==> config.mk <==
export PLATFORM = sky130hd
export DESIGN_NAME = gpio_irq_mask_control
export DESIGN_NICKNAME = d
export VERILOG_FILES = /design/src/hdl/gpio_irq_pkg.sv /design/src/hdl/gpio_irq_mask_control.sv /design/src/hdl/pin_debounce.sv
export SDC_FILE = /design/constraint.sdc
export NUM_CORES = 1
export LEC_CHECK = 0
export ABC_AREA = 1
export BUFFER_PORTS_ARGS = -buffer_cell sky130_fd_sc_hd__buf_2
export CAP_MARGIN = 20
export CELL_PAD_IN_SITES_DETAIL_PLACEMENT = 0
export CELL_PAD_IN_SITES_GLOBAL_PLACEMENT = 1
export CORE_MARGIN = 1.5
export CORE_UTILIZATION = 40
export DETAILED_ROUTE_END_ITERATION = 16
export HOLD_SLACK_MARGIN = 0.08
export PLACE_DENSITY_LB_ADDON = 0.15
export RECOVER_POWER = 25
export SYNTH_ARGS = -nofsm -noshare
export SYNTH_HDL_FRONTEND = slang
export SYNTH_SLANG_ARGS = --single-unit
==> constraint.sdc <==
create_clock -name sys_clk -period 4 [get_ports sys_clk]
set_clock_uncertainty 0.15 [all_clocks]
set_input_delay 0.2 -clock sys_clk [delete_from_list [all_inputs] [get_ports sys_clk]]
set_output_delay 0.2 -clock sys_clk [all_outputs]
set_load 0.005 [all_outputs]
==> src/hdl/gpio_irq_pkg.sv <==
/*
 * Shared constants and carriers for the pin, mask and lock control block.
 * Assumes a 10 MHz system clock and a byte-wide register port in the device core.
 */
package gpio_irq_pkg;
    localparam int CLK_HZ = 10_000_000;
    localparam logic [8:0] ADDR_MASK_A = 9'h054;
    localparam logic [8:0] ADDR_FAULT_MASK = 9'h055;
    localparam logic [8:0] ADDR_LOCK_CTRL = 9'h056;
    localparam logic [8:0] ADDR_IN01_CFG = 9'h058;
    localparam logic [8:0] ADDR_PIN23_CFG = 9'h059;
    localparam logic [8:0] ADDR_IN4_CFG = 9'h05A;
    localparam logic [8:0] ADDR_EVENT_A = 9'h052;
    localparam logic [8:0] ADDR_EVENT_B = 9'h053;
    localparam logic [8:0] ADDR_STATUS_A = 9'h050;
    localparam logic [8:0] ADDR_STATUS_B = 9'h051;
    localparam logic [8:0] LOCK_FIRST = 9'h0D0;
    localparam logic [8:0] LOCK_LAST = 9'h14F;
    localparam logic [7:0] MASK_A_RESET = 8'h00;
    localparam logic [7:0] FAULT_MASK_RESET = 8'h00;
    localparam logic [7:0] LOCK_CTRL_RESET = 8'h00;
    localparam logic [7:0] IN01_RESET = 8'h00;
    localparam logic [7:0] PIN23_RESET = 8'h00;
    localparam logic [7:0] IN4_RESET = 8'h00;
    localparam logic [7:0] MASK_A_USED = 8'h5F;
    localparam logic [7:0] FAULT_MASK_USED = 8'h3F;
    localparam logic [7:0] IN4_USED = 8'h0F;
    localparam int LOCK_BIT = 7;
    localparam int RAMP_B_LSB = 5;
    localparam int RAMP_A_LSB = 3;
    localparam int DEB_LSB = 0;
    localparam int OVC_B_BIT = 5;
    localparam int OVC_A_BIT = 4;
    localparam logic [1:0] FN_INPUT = 2'h0;
    localparam logic [1:0] FN_TRACK = 2'h1;
    localparam logic [1:0] FN_OPEN_DRAIN = 2'h2;
    localparam logic [1:0] FN_PUSH_PULL = 2'h3;
    // Ramp step interval in ns per code, and debounce time in us per code
    localparam int RAMP_STEP_MV = 10;
    localparam int RAMP_NS [4] = '{4000, 2000, 1000, 500};
    localparam int DEB_US [8] = '{0, 100, 1000, 10000, 50000, 250000, 500000, 1000000};
    localparam int NS_PER_CYCLE = 1_000_000_000 / CLK_HZ;
    localparam int CYC_PER_US = CLK_HZ / 1_000_000;
    localparam int SYNC_STAGES = 2;

    typedef struct packed {
        logic debounce_on;
        logic polarity;
        logic [1:0] function_sel;
    } pin_cfg_type;

    typedef struct packed {
        logic write_en;
        logic read_en;
        logic [8:0] addr;
        logic [7:0] wdata;
    } reg_req_type;
endpackage : gpio_irq_pkg

==> src/hdl/gpio_irq_mask_control.sv <==
/*
 * Pin configuration, event masking, interrupt request and voltage write lock.
 * Assumes a byte register port from the serial interface core, one request per
 * cycle, and fault status levels from the regulator logic on the same clock.
 */
// Notes on behaviour
// RL1: Masked input events never raise interrupt request.
// RL2: Overcurrent masks block both interrupt and event.
// RL3: Thermal masks keep events off interrupt request.
// RL4: In-range masks keep range loss off interrupt.
// RL5: Lock bit blocks writes to voltage range.
// RL6: Regulator B ramps 10mV per selected interval.
// RL7: Regulator A uses same ramp encoding.
// RL8: Three-bit code selects global debounce time.
// RL9: Per-pin bit switches input debouncing.
// RL10: Type bit sets pin active polarity.
// RL11: Input 0 function: plain input or track.
// RL12: Pins 2,3: input, open-drain or push-pull.
// RL13: Output pins drive level from mode bit.
// RL14: Debounced change reported after stable time.
// RL15: Unmasked set event drives interrupt active.
// RL16: Host clears by write-back; late events delayed.
module gpio_irq_mask_control
    import gpio_irq_pkg::*;
(
    // Clock and reset
    input wire logic sys_clk,
    input wire logic rst_n,
    // Register port
    input wire reg_req_type reg_req,
    output logic [7:0] reg_rdata,
    output logic reg_rvalid,
    // Write through to the locked voltage registers
    output logic volt_wr_en,
    output logic [8:0] volt_wr_addr,
    output logic [7:0] volt_wr_data,
    // Pins
    input wire logic [4:0] pin_in,
    output logic pin2_out,
    output logic pin2_oe,
    output logic pin3_out,
    output logic pin3_oe,
    output logic track_enable,
    // Fault status levels: ovc_b, ovc_a, crit, warn, good_b, good_a
    input wire logic [5:0] fault_status,
    // Ramp step pulses, 10 mV each
    output logic ramp_step_a,
    output logic ramp_step_b,
    // Interrupt request
    output logic interrupt_request_n
);
    logic [7:0] mask_a_q, mask_a_d, fault_mask_q, fault_mask_d, lock_ctrl_q, lock_ctrl_d;
    logic [7:0] in01_q, in01_d, pin23_q, pin23_d, in4_q, in4_d;
    logic [4:0] event_in_q, event_in_d;
    logic [5:0] event_fault_q, event_fault_d;
    logic [4:0] level_q, level_d;
    logic [5:0] fault_prev_q, fault_prev_d;
    logic [4:0] pend_in_q, pend_in_d;
    logic [5:0] pend_fault_q, pend_fault_d;
    logic [7:0] rdata_q, rdata_d;
    logic rvalid_q, rvalid_d, irq_n_q, irq_n_d;
    logic vwr_q, vwr_d;
    logic [8:0] vaddr_q, vaddr_d;
    logic [7:0] vdata_q, vdata_d;
    logic p2o_q, p2o_d, p2e_q, p2e_d, p3o_q, p3o_d, p3e_q, p3e_d, trk_q, trk_d;
    logic [15:0] ramp_cnt_q [2];
    logic [15:0] ramp_cnt_d [2];
    logic [1:0] step_q, step_d;
    logic [4:0] level_now;
    logic [23:0] deb_limit;
    pin_cfg_type cfg [5];

    // Cycle count of a time given in ns, at least one cycle
    function automatic logic [15:0] ns_to_cycles(input logic [1:0] code);
        int c;
        c = RAMP_NS[code] / NS_PER_CYCLE;
        if (c < 1) c = 1;
        return 16'(c);
    endfunction : ns_to_cycles

    function automatic logic [23:0] deb_to_cycles(input logic [2:0] code);
        return 24'(DEB_US[code] * CYC_PER_US);
    endfunction : deb_to_cycles

    // Pins 2 and 3 act as inputs unless their function selects open-drain or push-pull
    function automatic logic is_output(input logic [1:0] fn);
        return fn == FN_OPEN_DRAIN || fn == FN_PUSH_PULL;
    endfunction : is_output

    assign deb_limit = deb_to_cycles(lock_ctrl_q[DEB_LSB +: 3]); // RL8
    assign cfg[0] = pin_cfg_type'(in01_q[3:0]);
    assign cfg[1] = pin_cfg_type'(in01_q[7:4]);
    assign cfg[2] = pin_cfg_type'(pin23_q[3:0]);
    assign cfg[3] = pin_cfg_type'(pin23_q[7:4]);
    assign cfg[4] = pin_cfg_type'({in4_q[3:2], 2'h0});

    genvar gi;
    generate
        for (gi = 0; gi < 5; gi++) begin : g_pin
            pin_debounce u_deb (
                .sys_clk(sys_clk),
                .rst_n(rst_n),
                .pin_raw(pin_in[gi]),
                .debounce_on(cfg[gi].debounce_on),
                .polarity(cfg[gi].polarity),
                .limit(deb_limit),
                .level_active(level_now[gi])
            );
        end
    endgenerate

    // Register file and write lock
    always_comb begin
        logic wr;
        logic rd;
        logic [8:0] a;
        logic in_lock;
        logic clr_in;
        logic clr_fault;
        logic [4:0] new_in;
        logic [5:0] new_fault;
        wr = reg_req.write_en;
        rd = reg_req.read_en;
        a = reg_req.addr;
        in_lock = a >= LOCK_FIRST && a <= LOCK_LAST;
        mask_a_d = mask_a_q;
        fault_mask_d = fault_mask_q;
        lock_ctrl_d = lock_ctrl_q;
        in01_d = in01_q;
        pin23_d = pin23_q;
        in4_d = in4_q;
        vwr_d = 1'b0;
        vaddr_d = vaddr_q;
        vdata_d = vdata_q;
        rvalid_d = rd;
        rdata_d = 8'h00;
        clr_in = wr && a == ADDR_EVENT_A;
        clr_fault = wr && a == ADDR_EVENT_B;
        if (wr) begin
            case (a)
                ADDR_MASK_A: mask_a_d = reg_req.wdata & MASK_A_USED;
                ADDR_FAULT_MASK: fault_mask_d = reg_req.wdata & FAULT_MASK_USED;
                ADDR_LOCK_CTRL: lock_ctrl_d = {reg_req.wdata[7:3], 3'(reg_req.wdata[2:0])};
                ADDR_IN01_CFG: in01_d = reg_req.wdata;
                ADDR_PIN23_CFG: pin23_d = reg_req.wdata;
                ADDR_IN4_CFG: in4_d = reg_req.wdata & IN4_USED;
                default: begin
                    if (in_lock && !lock_ctrl_q[LOCK_BIT]) begin // RL5
                        vwr_d = 1'b1;
                        vaddr_d = a;
                        vdata_d = reg_req.wdata;
                    end
                end
            endcase
        end
        if (rd) begin
            case (a)
                ADDR_STATUS_A: rdata_d = {3'h0, level_q};
                ADDR_STATUS_B: rdata_d = {2'h0, fault_prev_q};
                ADDR_EVENT_A: rdata_d = {3'h0, event_in_q};
                ADDR_EVENT_B: rdata_d = {2'h0, event_fault_q};
                ADDR_MASK_A: rdata_d = mask_a_q;
                ADDR_FAULT_MASK: rdata_d = fault_mask_q;
                ADDR_LOCK_CTRL: rdata_d = lock_ctrl_q;
                ADDR_IN01_CFG: rdata_d = in01_q;
                ADDR_PIN23_CFG: rdata_d = pin23_q;
                ADDR_IN4_CFG: rdata_d = in4_q;
                default: rdata_d = 8'h00;
            endcase
        end
        // Events: level change into active state on inputs, status edges on faults
        level_d = level_now;
        fault_prev_d = fault_status;
        new_in = level_now & ~level_q;
        new_fault = {fault_status[5:2] & ~fault_prev_q[5:2], ~fault_status[1:0] & fault_prev_q[1:0]};
        new_fault[OVC_B_BIT] = new_fault[OVC_B_BIT] & ~fault_mask_q[OVC_B_BIT]; // RL2
        new_fault[OVC_A_BIT] = new_fault[OVC_A_BIT] & ~fault_mask_q[OVC_A_BIT]; // RL2
        // During a clearing write, new events wait one cycle in the pending set
        if (clr_in) begin
            event_in_d = (event_in_q & ~reg_req.wdata[4:0]) | pend_in_q; // RL16
            pend_in_d = new_in;
        end else begin
            event_in_d = event_in_q | pend_in_q | new_in;
            pend_in_d = 5'h00;
        end
        if (clr_fault) begin
            event_fault_d = (event_fault_q & ~reg_req.wdata[5:0]) | pend_fault_q; // RL16
            pend_fault_d = new_fault;
        end else begin
            event_fault_d = event_fault_q | pend_fault_q | new_fault;
            pend_fault_d = 6'h00;
        end
        // RL1 RL3 RL4 RL15
        irq_n_d = !(|(event_in_q & ~mask_a_q[4:0]) || |(event_fault_q & ~fault_mask_q[5:0]));
    end

    // Pin drivers and track enable
    always_comb begin
        logic lvl2;
        logic lvl3;
        lvl2 = pin23_q[3] ? pin23_q[2] : ~pin23_q[2]; // RL13
        lvl3 = pin23_q[7] ? pin23_q[6] : ~pin23_q[6]; // RL13
        p2o_d = 1'b0;
        p2e_d = 1'b0;
        p3o_d = 1'b0;
        p3e_d = 1'b0;
        if (is_output(pin23_q[1:0])) begin // RL12
            p2o_d = lvl2;
            p2e_d = pin23_q[1:0] == FN_PUSH_PULL || !lvl2;
        end
        if (is_output(pin23_q[5:4])) begin // RL12
            p3o_d = lvl3;
            p3e_d = pin23_q[5:4] == FN_PUSH_PULL || !lvl3;
        end
        trk_d = in01_q[1:0] == FN_TRACK && level_q[0]; // RL11
    end

    // Ramp step dividers, one per regulator
    always_comb begin
        logic [1:0] code [2];
        code[0] = lock_ctrl_q[RAMP_A_LSB +: 2]; // RL7
        code[1] = lock_ctrl_q[RAMP_B_LSB +: 2]; // RL6
        for (int r = 0; r < 2; r++) begin
            if (ramp_cnt_q[r] + 16'h0001 >= ns_to_cycles(code[r])) begin
                ramp_cnt_d[r] = 16'h0000;
                step_d[r] = 1'b1;
            end else begin
                ramp_cnt_d[r] = ramp_cnt_q[r] + 16'h0001;
                step_d[r] = 1'b0;
            end
        end
    end

    always_ff @(posedge sys_clk or negedge rst_n) begin
        if (!rst_n) begin
            mask_a_q <= MASK_A_RESET;
            fault_mask_q <= FAULT_MASK_RESET;
            lock_ctrl_q <= LOCK_CTRL_RESET;
            in01_q <= IN01_RESET;
            pin23_q <= PIN23_RESET;
            in4_q <= IN4_RESET;
            event_in_q <= 5'h00;
            event_fault_q <= 6'h00;
            pend_in_q <= 5'h00;
            pend_fault_q <= 6'h00;
            level_q <= 5'h00;
            fault_prev_q <= 6'h00;
            rdata_q <= 8'h00;
            rvalid_q <= 1'b0;
            irq_n_q <= 1'b1;
            vwr_q <= 1'b0;
            vaddr_q <= 9'h000;
            vdata_q <= 8'h00;
            p2o_q <= 1'b0;
            p2e_q <= 1'b0;
            p3o_q <= 1'b0;
            p3e_q <= 1'b0;
            trk_q <= 1'b0;
            ramp_cnt_q[0] <= 16'h0000;
            ramp_cnt_q[1] <= 16'h0000;
            step_q <= 2'h0;
        end else begin
            mask_a_q <= mask_a_d;
            fault_mask_q <= fault_mask_d;
            lock_ctrl_q <= lock_ctrl_d;
            in01_q <= in01_d;
            pin23_q <= pin23_d;
            in4_q <= in4_d;
            event_in_q <= event_in_d;
            event_fault_q <= event_fault_d;
            pend_in_q <= pend_in_d;
            pend_fault_q <= pend_fault_d;
            level_q <= level_d;
            fault_prev_q <= fault_prev_d;
            rdata_q <= rdata_d;
            rvalid_q <= rvalid_d;
            irq_n_q <= irq_n_d;
            vwr_q <= vwr_d;
            vaddr_q <= vaddr_d;
            vdata_q <= vdata_d;
            p2o_q <= p2o_d;
            p2e_q <= p2e_d;
            p3o_q <= p3o_d;
            p3e_q <= p3e_d;
            trk_q <= trk_d;
            ramp_cnt_q[0] <= ramp_cnt_d[0];
            ramp_cnt_q[1] <= ramp_cnt_d[1];
            step_q <= step_d;
        end
    end

    assign reg_rdata = rdata_q;
    assign reg_rvalid = rvalid_q;
    assign volt_wr_en = vwr_q;
    assign volt_wr_addr = vaddr_q;
    assign volt_wr_data = vdata_q;
    assign pin2_out = p2o_q;
    assign pin2_oe = p2e_q;
    assign pin3_out = p3o_q;
    assign pin3_oe = p3e_q;
    assign track_enable = trk_q;
    assign ramp_step_a = step_q[0];
    assign ramp_step_b = step_q[1];
    assign interrupt_request_n = irq_n_q;
endmodule : gpio_irq_mask_control

==> src/hdl/pin_debounce.sv <==
/*
 * One input pin: two-stage synchroniser, stability filter and polarity.
 * Assumes the filter length arrives already converted to clock cycles.
 */
module pin_debounce
    import gpio_irq_pkg::*;
(
    // Clock and reset
    input wire logic sys_clk,
    input wire logic rst_n,
    // Pin and settings
    input wire logic pin_raw,
    input wire logic debounce_on,
    input wire logic polarity,
    input wire logic [23:0] limit,
    // Filtered level, active-true after polarity
    output logic level_active
);
    logic [SYNC_STAGES-1:0] sync_q, sync_d;
    logic stable_q, stable_d;
    logic [23:0] cnt_q, cnt_d;

    always_comb begin
        sync_d = {sync_q[0], pin_raw};
        stable_d = stable_q;
        cnt_d = cnt_q;
        if (!debounce_on || limit == 24'h000000) begin // RL9
            stable_d = sync_q[1];
            cnt_d = 24'h000000;
        end else if (sync_q[1] == stable_q) begin
            cnt_d = 24'h000000;
        end else if (cnt_q + 24'h000001 >= limit) begin // RL14
            stable_d = sync_q[1];
            cnt_d = 24'h000000;
        end else begin
            cnt_d = cnt_q + 24'h000001;
        end
    end

    always_ff @(posedge sys_clk or negedge rst_n) begin
        if (!rst_n) begin
            // Idle at the passive level of the reset polarity, so no false edge follows reset
            sync_q <= '1;
            stable_q <= 1'b1;
            cnt_q <= 24'h000000;
        end else begin
            sync_q <= sync_d;
            stable_q <= stable_d;
            cnt_q <= cnt_d;
        end
    end

    assign level_active = polarity ? stable_q : ~stable_q; // RL10
endmodule : pin_debounce

Word-level counts from Yosys, hierarchy flattened
Memories as Yosys holds them, arrays and structs flattened.
Cells that the tools add are included.
{"block": "op_classes", "n_addsub": 7, "n_mul": 1, "n_div": 2, "magnitude_cmp": 14, "eq_ne": 25, "n_mux": 64, "bitwise_logic": 35, "reduce_logical": 45}
{"op": "24-bit 2-to-1 mux", "count": 15}
{"op": "32-bit 2-to-1 mux", "count": 6}
{"op": "32-bit binary-select mux with 2-bit select", "count": 2}
{"op": "24-bit by 1-bit adder with 24-bit output (second input constant)", "count": 5}
{"op": "24-bit >= comparator", "count": 5}
{"op": "9-bit by 7-bit == test with 1-bit output (second input constant)", "count": 10}
{"op": "8-bit case mux with 10 select lines", "count": 1}
{"op": "32-bit by 8-bit divider with 32-bit output (second input constant)", "count": 2}
{"op": "32-bit by 2-bit less-than comparator with 1-bit output (second input constant)", "count": 2}
{"op": "16-bit 2-to-1 mux", "count": 4}
{"op": "16-bit by 1-bit adder with 16-bit output (second input constant)", "count": 2}
{"op": "16-bit >= comparator", "count": 2}
{"op": "32-bit by 4-bit multiplier with 23-bit output (second input constant)", "count": 1}
{"op": "1-bit 2-to-1 mux", "count": 31}
{"op": "24-bit logical NOT", "count": 1}
{"op": "2-bit AND reduction", "count": 11}
{"op": "6-bit OR", "count": 3}
{"op": "5-bit bitwise AND", "count": 3}
{"op": "5-bit inverter", "count": 3}
{"op": "5-bit OR", "count": 3}
{"op": "6-bit bitwise AND", "count": 2}
{"op": "6-bit 2-to-1 mux", "count": 2}
{"op": "6-bit inverter", "count": 2}
{"op": "6-bit OR reduction", "count": 2}
{"op": "other kinds (24)", "count": 73}
{"block": "word_totals", "register_bits": 275, "romBits": 256, "inputBits": 32, "mem_count": 1}
{"name": "(no name shown)", "words": 8, "word_bits": 32, "read_ports": 1, "rd_ports_with_merged_regs": 0, "wr": 0, "line": "gpio_irq_mask_control.sv:82", "rtl": "return 24'(DEB_US[code] * CYC_PER_US);"}

Longest topological paths before layout
Gate-level depths: netlist of the first run.
{"block": "logic_depth", "depth_word": 9, "mapped_depth": 29, "depth_no_buf": 29}

Hierarchy
A second synthesis of the first run with hierarchy kept.
{"block": "unflattened", "hier_cells": 2527, "hier_area_um2": 18891.9}
{"module": "pin_debounce at g_pin[0].u_deb ...", "n_inst": 4, "cells_per_inst": 311, "area_each_um2": 2240.9}
{"module": "gpio_irq_mask_control", "n_inst": 1, "cells_per_inst": 969, "area_each_um2": 7682.4}
{"module": "pin_debounce at g_pin[4].u_deb", "n_inst": 1, "cells_per_inst": 314, "area_each_um2": 2245.9}

Least setup slack after synthesis of the first run
OpenSTA, ideal clock, no wires.
{"block": "synth_path", "kind": "register to register", "start": "register lock_ctrl_q[1]", "end": "register g_pin[0].u_deb.cnt_q[3]", "t_arrival_ns": 4.134, "t_required_ns": 3.779, "slack_ns": -0.356, "stages_incl_launch_ff": 23, "path_buffers": 1, "period_less_slack_ns": 4.356, "path_cell_list": "dfrtp_1 inv_2 ha_1 nor2_1 nor2_1 ha_1 ha_1 nand2_1 nand2_1 nand3_1 nand2_1 nand3_1 nand3_2 nand2_1 a21oi_1 o31ai_1 ha_1 a2111oi_0 nand2_1 nor2_2 nand4_4 buf_4 nor2_1"}
{"block": "synth_between", "elab_chain_len": 9, "word_cells_on_any_way": 11}
{"item": "from (decl)", "line": "gpio_irq_mask_control.sv:52", "rtl": "logic [7:0] mask_a_q, mask_a_d, fault_mask_q, fault_mask_d, lock_ctrl_q, lock_ctrl_d;"}
{"item": "from (signal assigned)", "line": "gpio_irq_mask_control.sv:265", "rtl": "lock_ctrl_q <= lock_ctrl_d;"}
{"item": "3-bit inverter with 4-bit output (not written as such) (*)", "line": "gpio_irq_mask_control.sv:82"}
{"item": "memory read 8 x 32 bit (*)"}
{"item": "32-bit 2-to-1 mux (not written as such) (*) (2 in series)", "line": "gpio_irq_mask_control.sv:82"}
{"item": "32-bit by 4-bit multiplier with 23-bit output (*)", "line": "gpio_irq_mask_control.sv:82"}
{"item": "24-bit >= comparator", "line": "pin_debounce.sv:32", "rtl": "end else if (cnt_q + 24'h000001 >= limit) begin"}
{"item": "24-bit 2-to-1 mux", "line": "pin_debounce.sv:32"}
{"item": "24-bit 2-to-1 mux", "line": "pin_debounce.sv:30", "rtl": "end else if (sync_q[1] == stable_q) begin"}
{"item": "24-bit 2-to-1 mux (*)", "line": "pin_debounce.sv:27", "rtl": "if (!debounce_on || limit == 24'h000000) begin"}
{"item": "named net g_pin[0].u_deb.cnt_d[3]", "line": "pin_debounce.sv:21", "rtl": "logic [23:0] cnt_q, cnt_d;"}
{"item": "to (signal assigned)", "line": "pin_debounce.sv:49", "rtl": "cnt_q <= cnt_d;"}
{"item": "to (decl)", "line": "pin_debounce.sv:21"}
The timed path passes the listed nets; every way through them passes the cells marked *. The select of a mux whose other input is x is not followed.
A chain may end at the register's enable or synchronous reset.

Worst setup path in the final report of the first run
{"block": "layout_path", "start": "register lock_ctrl_q[1]", "end": "register g_pin[0].u_deb.cnt_q[14]"}
The elaborated chain is that of the path after synthesis.

==> results of run 1 <==
==> flip-flops by register name (all words and copies together), names as in the netlist, 6 cells and up <==
| name | cells |
|---|---|
| fault_prev_q | 6 |
| lock_ctrl_q | 8 |
| volt_wr_addr | 9 |
| ramp_cnt_q | 32 |
| g_pin.u_deb.cnt_q | 120 |
| mask_a_q | 6 |
| pin23_q | 8 |
| fault_mask_q | 6 |
| reg_rdata | 8 |
| event_fault_q | 6 |
| volt_wr_data | 8 |
| in01_q | 8 |
| pend_fault_q | 6 |
| g_pin.u_deb.sync_q | 10 |
==> metal layers <==
layer	up-vias	track usage, %	wire, um
met5	-	0	0
met4	0	6.17	1110
met3	71	3.30	1360
met2	193	36.4	22200
met1	6828	28.4	21600
li1	7347	-	-
==> area by class of cell <==
| type | count | area (um2) | share of cell area (%) |
|---|---|---|---|
| Multi-Input combinational cell | 1476 | 9660 | 43.9 |
| Sequential cell | 275 | 6910 | 31.4 |
| Timing Repair Buffer | 273 | 2270 | 10.3 |
| Inverter | 356 | 1360 | 6.18 |
| Clock buffer | 50 | 995 | 4.52 |
| Tap cell | 532 | 666 | 3.02 |
| Clock inverter | 16 | 166 | 0.756 |
==> synthesized netlist by cell type (3+ instances only) <==
cell type | number | area share (%)
o21ai_0 | 96 | 2.9
o21bai_1 | 5 | 0.22
xor2_1 | 95 | 5.0
o22ai_1 | 14 | 0.52
clkbuf_1 | 12 | 0.27
buf_4 | 3 | 0.13
or2_2 | 10 | 0.37
nand2_1 | 439 | 9.8
o21ai_1 | 3 | 0.090
a21oi_1 | 57 | 1.7
a2111oi_0 | 4 | 0.21
nor2_2 | 10 | 0.37
buf_6 | 8 | 0.54
and3_1 | 3 | 0.11
o21a_1 | 4 | 0.18
dfstp_2 | 16 | 2.5
nor4_1 | 10 | 0.37
nand3_1 | 100 | 3.0
a221oi_1 | 8 | 0.42
nor2_1 | 275 | 6.2
ha_1 | 152 | 11
inv_1 | 351 | 7.9
a211oi_1 | 8 | 0.36
nand4_1 | 39 | 1.5
o221ai_1 | 3 | 0.16
a31oi_1 | 4 | 0.15
a21o_1 | 6 | 0.27
dfrtp_1 | 259 | 39
nor3_1 | 53 | 1.6
nand3b_1 | 3 | 0.13
xnor2_1 | 28 | 1.5
==> power groups by stage <==
stage	clock network, uW	logic [uW]	registers, uW
2_1_floorplan	0	281	2950
3_3_place_gp	0	587	2950
3_5_place_dp	0	594	2950
4_1_cts	3280	686	2910
5_1_grt	3400	782	2910
6_report	3190	704	2910
==> through the flow <==
step / util (%) / power (uW) / hold slack, ps / area [um2] / setup WS, ps
after global placement: 46.1 / 3540 / 155 / 19000 / -522
after floorplan: - / 3230 / -246 / 16900 / -26.9
after global routing: 53.6 / 7090 / 118 / 22000 / -616
after detailed placement: 46.1 / 3550 / 156 / 19000 / -632
after CTS: 51.8 / 6870 / 94.7 / 21300 / -284
final: 53.6 / 6800 / 125 / 22000 / -371
==> cells by family (layout without fill, tap and decap cells) <==
logic type,Yosys count,after routing,share of synthesized area (%)
adders and majority gates,153,153,11.5
buffers and inverters,381,695,8.99
AOI/OAI and AO/OA,219,219,7.50
DFF,275,275,41.2
and+or+nand+nor,956,960,24.4
xor gates and xnor gates,123,123,6.43
other,1,21,0.0224
==> worst register-to-register path, delay by kind of cell, from the launching register on <==
family | cells | cell delay (ps)
compound gates | 4 | 530
xor+xnor | 1 | 210
fa+ha+maj | 4 | 920
buf+inv | 5 | 780
flops | 1 | 450
simple gates | 14 | 1240
==> how the worst min path moves through the flow <==
stage                     slack, ps                        to            start
after floorplan                -250          event_fault_q[0]            rst_n
after global placement          150  g_pin[2].u_deb.sync_q[0]        pin_in[2]
after detailed placement        160   g_pin[3].u_deb.cnt_q[4]            rst_n
after CTS                        90           fault_prev_q[3]  fault_status[3]
after global routing            120  g_pin[4].u_deb.sync_q[0]        pin_in[4]
final                           130           fault_prev_q[3]  fault_status[3]
==> repair_timing <==
item	CTS	global route
pin swaps	52	43
resized for setup	137	148
gates cloned	6	5
hold buffers	30	0
setup endpoints to repair	125	125
buffers inserted	19	7
endpoints found under the hold margin	202	0
==> impl_metrics.yaml, run 1 <==
setup_path:
  crit_family: "simple AND/OR/NAND/NOR gates"
  cp-start-kind: "register"
  worstPathRequired_ps: 4330
  endpoint: "g_pin[0].u_deb.cnt_q[14]"
  critPathBufInv: 5
  timing.rr.end: "g_pin[0].u_deb.cnt_q[14]"
  end_kind: "register"
  slowest_delay_ps: 450
  worst-r2r-setup-slack_ps: -370
  worst-path-stages: 28
  crit_type: "register to register"
  reg2reg_from: "lock_ctrl_q[1]"
  worstSetupStartpoint: "lock_ctrl_q[1]"
  cp.arrival_ps: 4710
  cp_slowest_cell: "dfrtp_2"
  critPathMaxFanout: 6
  reg2reg_depth: 28
  path_common_cell: "nor2_4"
global_route:
  antenna_found_initial: 0
  track_usage_pct: 21.5
  grt_pass1_vias: 14425
  grt_pass1_wl_mm: 74.0
  grt_overflow_total: 0
  grt_max_degree: 109
yosys:
  ys_types: 52
  ys_seq_area_share_pct: 41.2
  avgSynthCellArea_um2: 7.95
  synthFlopType: "dfrtp_1"
  ys_ff_latch: 275
  synth_area_um2: 16800
  synthCells: 2108
  synth_edf_count: 0
  async_flop_share_pct: 100
  ys.warnings.count: 0
sta:
  slew-limit-headroom_pct: -91.7
  finalSetupViolCount: 125
  rsz0062_at_grt: "yes"
  max_clock_freq_mhz: 229
  fin_crit_sh_pct: 109
  setup_tns_ps: -33140
  tightestPinTransition_ps: 2880
  drv_slew: 108
  hold_viol: 0
  setup_slack_ps: -371
  timing.final.crit_period_ps: 4370
status:
  status: "finished, violations left"
  violations: "capacitance limit, slew limit, setup timing"
pwr:
  switchingPower_uw: 1770
  ir_worst_vdd_v: 0.000297
  clock_power_share_pct: 46.9
  p_seq_share_pct: 42.8
  intPower_uw: 5030
  leakagePower_uw: 0.0109
  powerDensity_nw_per_um2: 309
  sw_frac_of_total_pct: 26.1
  p_comb_share_pct: 10.4
floorplanning:
  num_rows: 74
  die_w_um: 208
  fp.coreArea_um2: 41100
  die-area_um2: 43100
  die_y_um: 208
  ios: 67
  initial_core_util_pct: 40.8
clock_tree:
  root_buffer: "clkbuf_16"
  clkTransAtPathRegs_ps: 60
  cts_tree: "built"
  htree_num_levels: 2
  cts.sinks: 275
  cts_buffers: 36
  cts_buffer_depth: 3
  clk_latency_ps: 570
route:
  via_per_inst: 4.85
  ant_nets: 0
  wire_per_inst_um: 15.5
  route.detailed.drc: 0
  drt_iter0_drc: 787
  drtPass1Iterations: 6
  drt_wl_total_mm: 46.2
  routed-via-count: 14439
final_layout:
  final_net_count: 2603
  area_growth_pct: 31.4
  final_common_cell: "nand2_1"
  final_cell_mix: "420 x nand2_1, 336 x inv_1, 256 x dfrtp_1"
  diodes: 0
  drive_above_1_share_pct: 22.2
  final_cells: 2978
  fillCellCount: 3892
placement:
  dp_hpwl_mm: 33.3
  io_buffers: 66
  gp_routability_congestion: 0.869
  placed_cells: 2851
worst_hold_path:
  whs_path_depth: 2
  hp-class: "primary input to register"
flow_run:
  cap_violations: 1
(Power assumes the default switching activity.)
==> run 2: changes to the inputs <==
--- a/config.mk
+++ b/config.mk
@@ -10,7 +10,7 @@
 export CAP_MARGIN = 20
 export CELL_PAD_IN_SITES_DETAIL_PLACEMENT = 0
 export CELL_PAD_IN_SITES_GLOBAL_PLACEMENT = 1
-export CORE_MARGIN = 1.5
+export CORE_MARGIN = 2
 export CORE_UTILIZATION = 40
 export DETAILED_ROUTE_END_ITERATION = 16
 export HOLD_SLACK_MARGIN = 0.08
==> constraint.sdc (replaced) <==
create_clock -name sys_clk -period 4.91 [get_ports sys_clk]
set_clock_uncertainty 0.15 [all_clocks]
set_input_delay 0.2455 -clock sys_clk [delete_from_list [all_inputs] [get_ports sys_clk]]
set_output_delay 0.2455 -clock sys_clk [all_outputs]
set_load 0.005 [all_outputs]
==> run 2 against run 1 <==
  * The run ends with capacitance limit, slew limit left
  * Die area grew 0.97%
  * Hold slack gained 13 ps
  * Sequential share of layout area grew 4.2 points
  * Design area shrank 12%
  * Clock power shrank 27%
  * Clock-buffer cell count shrank 3
  * Global-route usage shrank 1.3 points
  * Critical path type unchanged
  * Highest routed layer unchanged
==> impl_metrics.yaml, run 2 (same netlist as run 1, synthesis figures left out) <==
pwr:
  p_seq_share_pct: 45.8
  sw_frac_of_total_pct: 25.6
  switchingPower_uw: 1320
  leakagePower_uw: 0.00988
  ir_worst_vdd_v: 0.000274
  intPower_uw: 3850
  powerDensity_nw_per_um2: 266
  clock_power_share_pct: 45.2
  p_comb_share_pct: 9.0
sta:
  hold_slack_ps: 139
  setup_tns_ps: 0
  hold_viol: 0
  drv_slew: 165
  tightestPinTransition_ps: 3240
  setup_slack_ps: 248
  timing.final.crit_period_ps: 4660
  fin_crit_sh_pct: 94.9
  finalSetupViolCount: 0
  max_clock_freq_mhz: 214
  slew-limit-headroom_pct: -116
floorplanning:
  initial_core_util_pct: 40.8
  num_rows: 74
  die-area_um2: 43500
  ios: 67
  die_w_um: 209
  die_y_um: 209
  fp.coreArea_um2: 41100
setup_path:
  crit_type: "register to register"
  reg2reg_from: "lock_ctrl_q[0]"
  cp.arrival_ps: 5030
  worstPathRequired_ps: 5270
  timing.rr.end: "g_pin[2].u_deb.cnt_q[19]"
  end_kind: "register"
  critPathBufInv: 5
  worst-path-stages: 24
  cp_slowest_cell: "dfrtp_1"
  reg2reg_depth: 24
  crit_family: "simple AND/OR/NAND/NOR gates"
  cp-start-kind: "register"
  path_common_cell: "nand2_1"
  critPathMaxFanout: 12
  slowest_delay_ps: 400
  cp_cell_sequence: "buf_4 -> ha_1 -> inv_1 -> nor2_2 -> inv_1 -> o21ai_0 -> ha_1 -> ha_1 -> nand2_1 -> nor4_1 -> nand2_1 -> nand2_1 -> nand2_1 -> nand2_1 -> inv_2 -> ha_1 -> a21oi_1 -> nor2_1 -> a2111oi_1 -> o21ai_0 -> nor2_2 -> buf_4 -> nand3_4 -> nor2_1"
  worst-r2r-setup-slack_ps: 250
  worstSetupStartpoint: "lock_ctrl_q[0]"
  endpoint: "g_pin[2].u_deb.cnt_q[19]"
route:
  ant_nets: 0
  routed-via-count: 13655
  drtPass1Iterations: 5
  wire_per_inst_um: 15.6
  drt_iter0_drc: 652
  drt_wl_total_mm: 44.2
  via_per_inst: 4.83
  route.detailed.drc: 0
worst_hold_path:
  hp-class: "primary input to register"
final_layout:
  final_cell_mix: "438 x nand2_1, 349 x inv_1, 275 x nor2_1"
  final_common_cell: "nand2_1"
  drive_above_1_share_pct: 8.72
  max_flop_register: "g_pin.u_deb.cnt_q"
  final_net_count: 2454
  largest_register_ffs: 120
  area_growth_pct: 15.8
  reg_top3: "g_pin.u_deb.cnt_q x120, ramp_cnt_q x32, g_pin.u_deb.sync_q x10"
  diodes: 0
flow_run:
  cap_violations: 2
placement:
  gp_routability_congestion: 0.862
  post-place-ws_ps: 122
  dp_hpwl_mm: 32.1
  io_buffers: 66
global_route:
  track_usage_pct: 20.2
  grt_max_degree: 107
  antenna_found_initial: 0
  grt_pass1_vias: 13322
  grt_overflow_total: 0
  grt_pass1_wl_mm: 70.6
clock_tree:
  cts_buffer_depth: 3
  cts_buffers: 31
  clk_latency_ps: 600
  clkTransAtPathRegs_ps: 60
  cts_tree: "built"
  root_buffer: "clkbuf_16"
  cts.sinks: 275
  htree_num_levels: 1
status:
  violations: "capacitance limit, slew limit"
  status: "finished, violations left"
-- run 2: cell count changes in the layout (fill, tap and decap cells not counted), sizes merged --
cell,delta
clkbuf,-3
nand3,-1
nand2,-1
inv,-2
buf,-145
clkinv,-3
nand4,+3
clkinvlp,-1
-- run 2: what timing repair did --
action / CTS / global route
hold buffers: 31 / 0
endpoints found under the setup margin: 0 / 106
hold endpoints to repair: 245 / 0
buffers inserted: 0 / 3
gates resized for setup: 0 / 23
-- run 2: power by group through the flow --
stage / logic [uW] / clock network (uW) / registers [uW]
floorplan: 225 / 0 / 2400
global placement: 419 / 0 / 2410
detailed placement: 422 / 0 / 2410
CTS: 447 / 2420 / 2370
global route: 525 / 2510 / 2370
finish: 463 / 2340 / 2370
-- run 2: metrics by stage --
step           instances  total power [uW]  instance area [um2]  util [%]
6_report            2825              5170                19400      47.2
5_1_grt             2825              5410                19400      47.2
4_1_cts             2817              5230                19300      46.8
3_5_place_dp        2729              2830                17900      43.6
3_3_place_gp        2729              2830                17900      43.6
2_1_floorplan       2128              2630                16800         -
-- run 2: worst min-delay path by stage --
stage,start,depth (start not counted),to
2_1_floorplan,rst_n,0,event_fault_q[0]
3_3_place_gp,rst_n,1,g_pin[3].u_deb.cnt_q[6]
3_5_place_dp,rst_n,1,g_pin[3].u_deb.cnt_q[5]
4_1_cts,pin_in[0],2,g_pin[0].u_deb.sync_q[0]
5_1_grt,pin_in[2],2,g_pin[2].u_deb.sync_q[0]
6_report,pin_in[0],2,g_pin[0].u_deb.sync_q[0]
-- run 2: layout make-up --
type / count / area [um2]
fillers: 4207 / 21700
multi-input cells: 1477 / 8600
flip-flops and latches: 275 / 6900
inverters: 356 / 1340
clock buffers: 47 / 906
repair buffers: 128 / 878
well taps: 532 / 666
clock inverters: 10 / 115
-- run 2: routing by layer --
layer  wire (um)  global-route usage [%]  vias to the layer above
met5           0                       0                        -
met4         895                    4.63                        0
met3        1840                    2.69                       57
met2       20500                    33.8                      233
met1       21000                    27.8                     6320
li1            -                       -                     7045
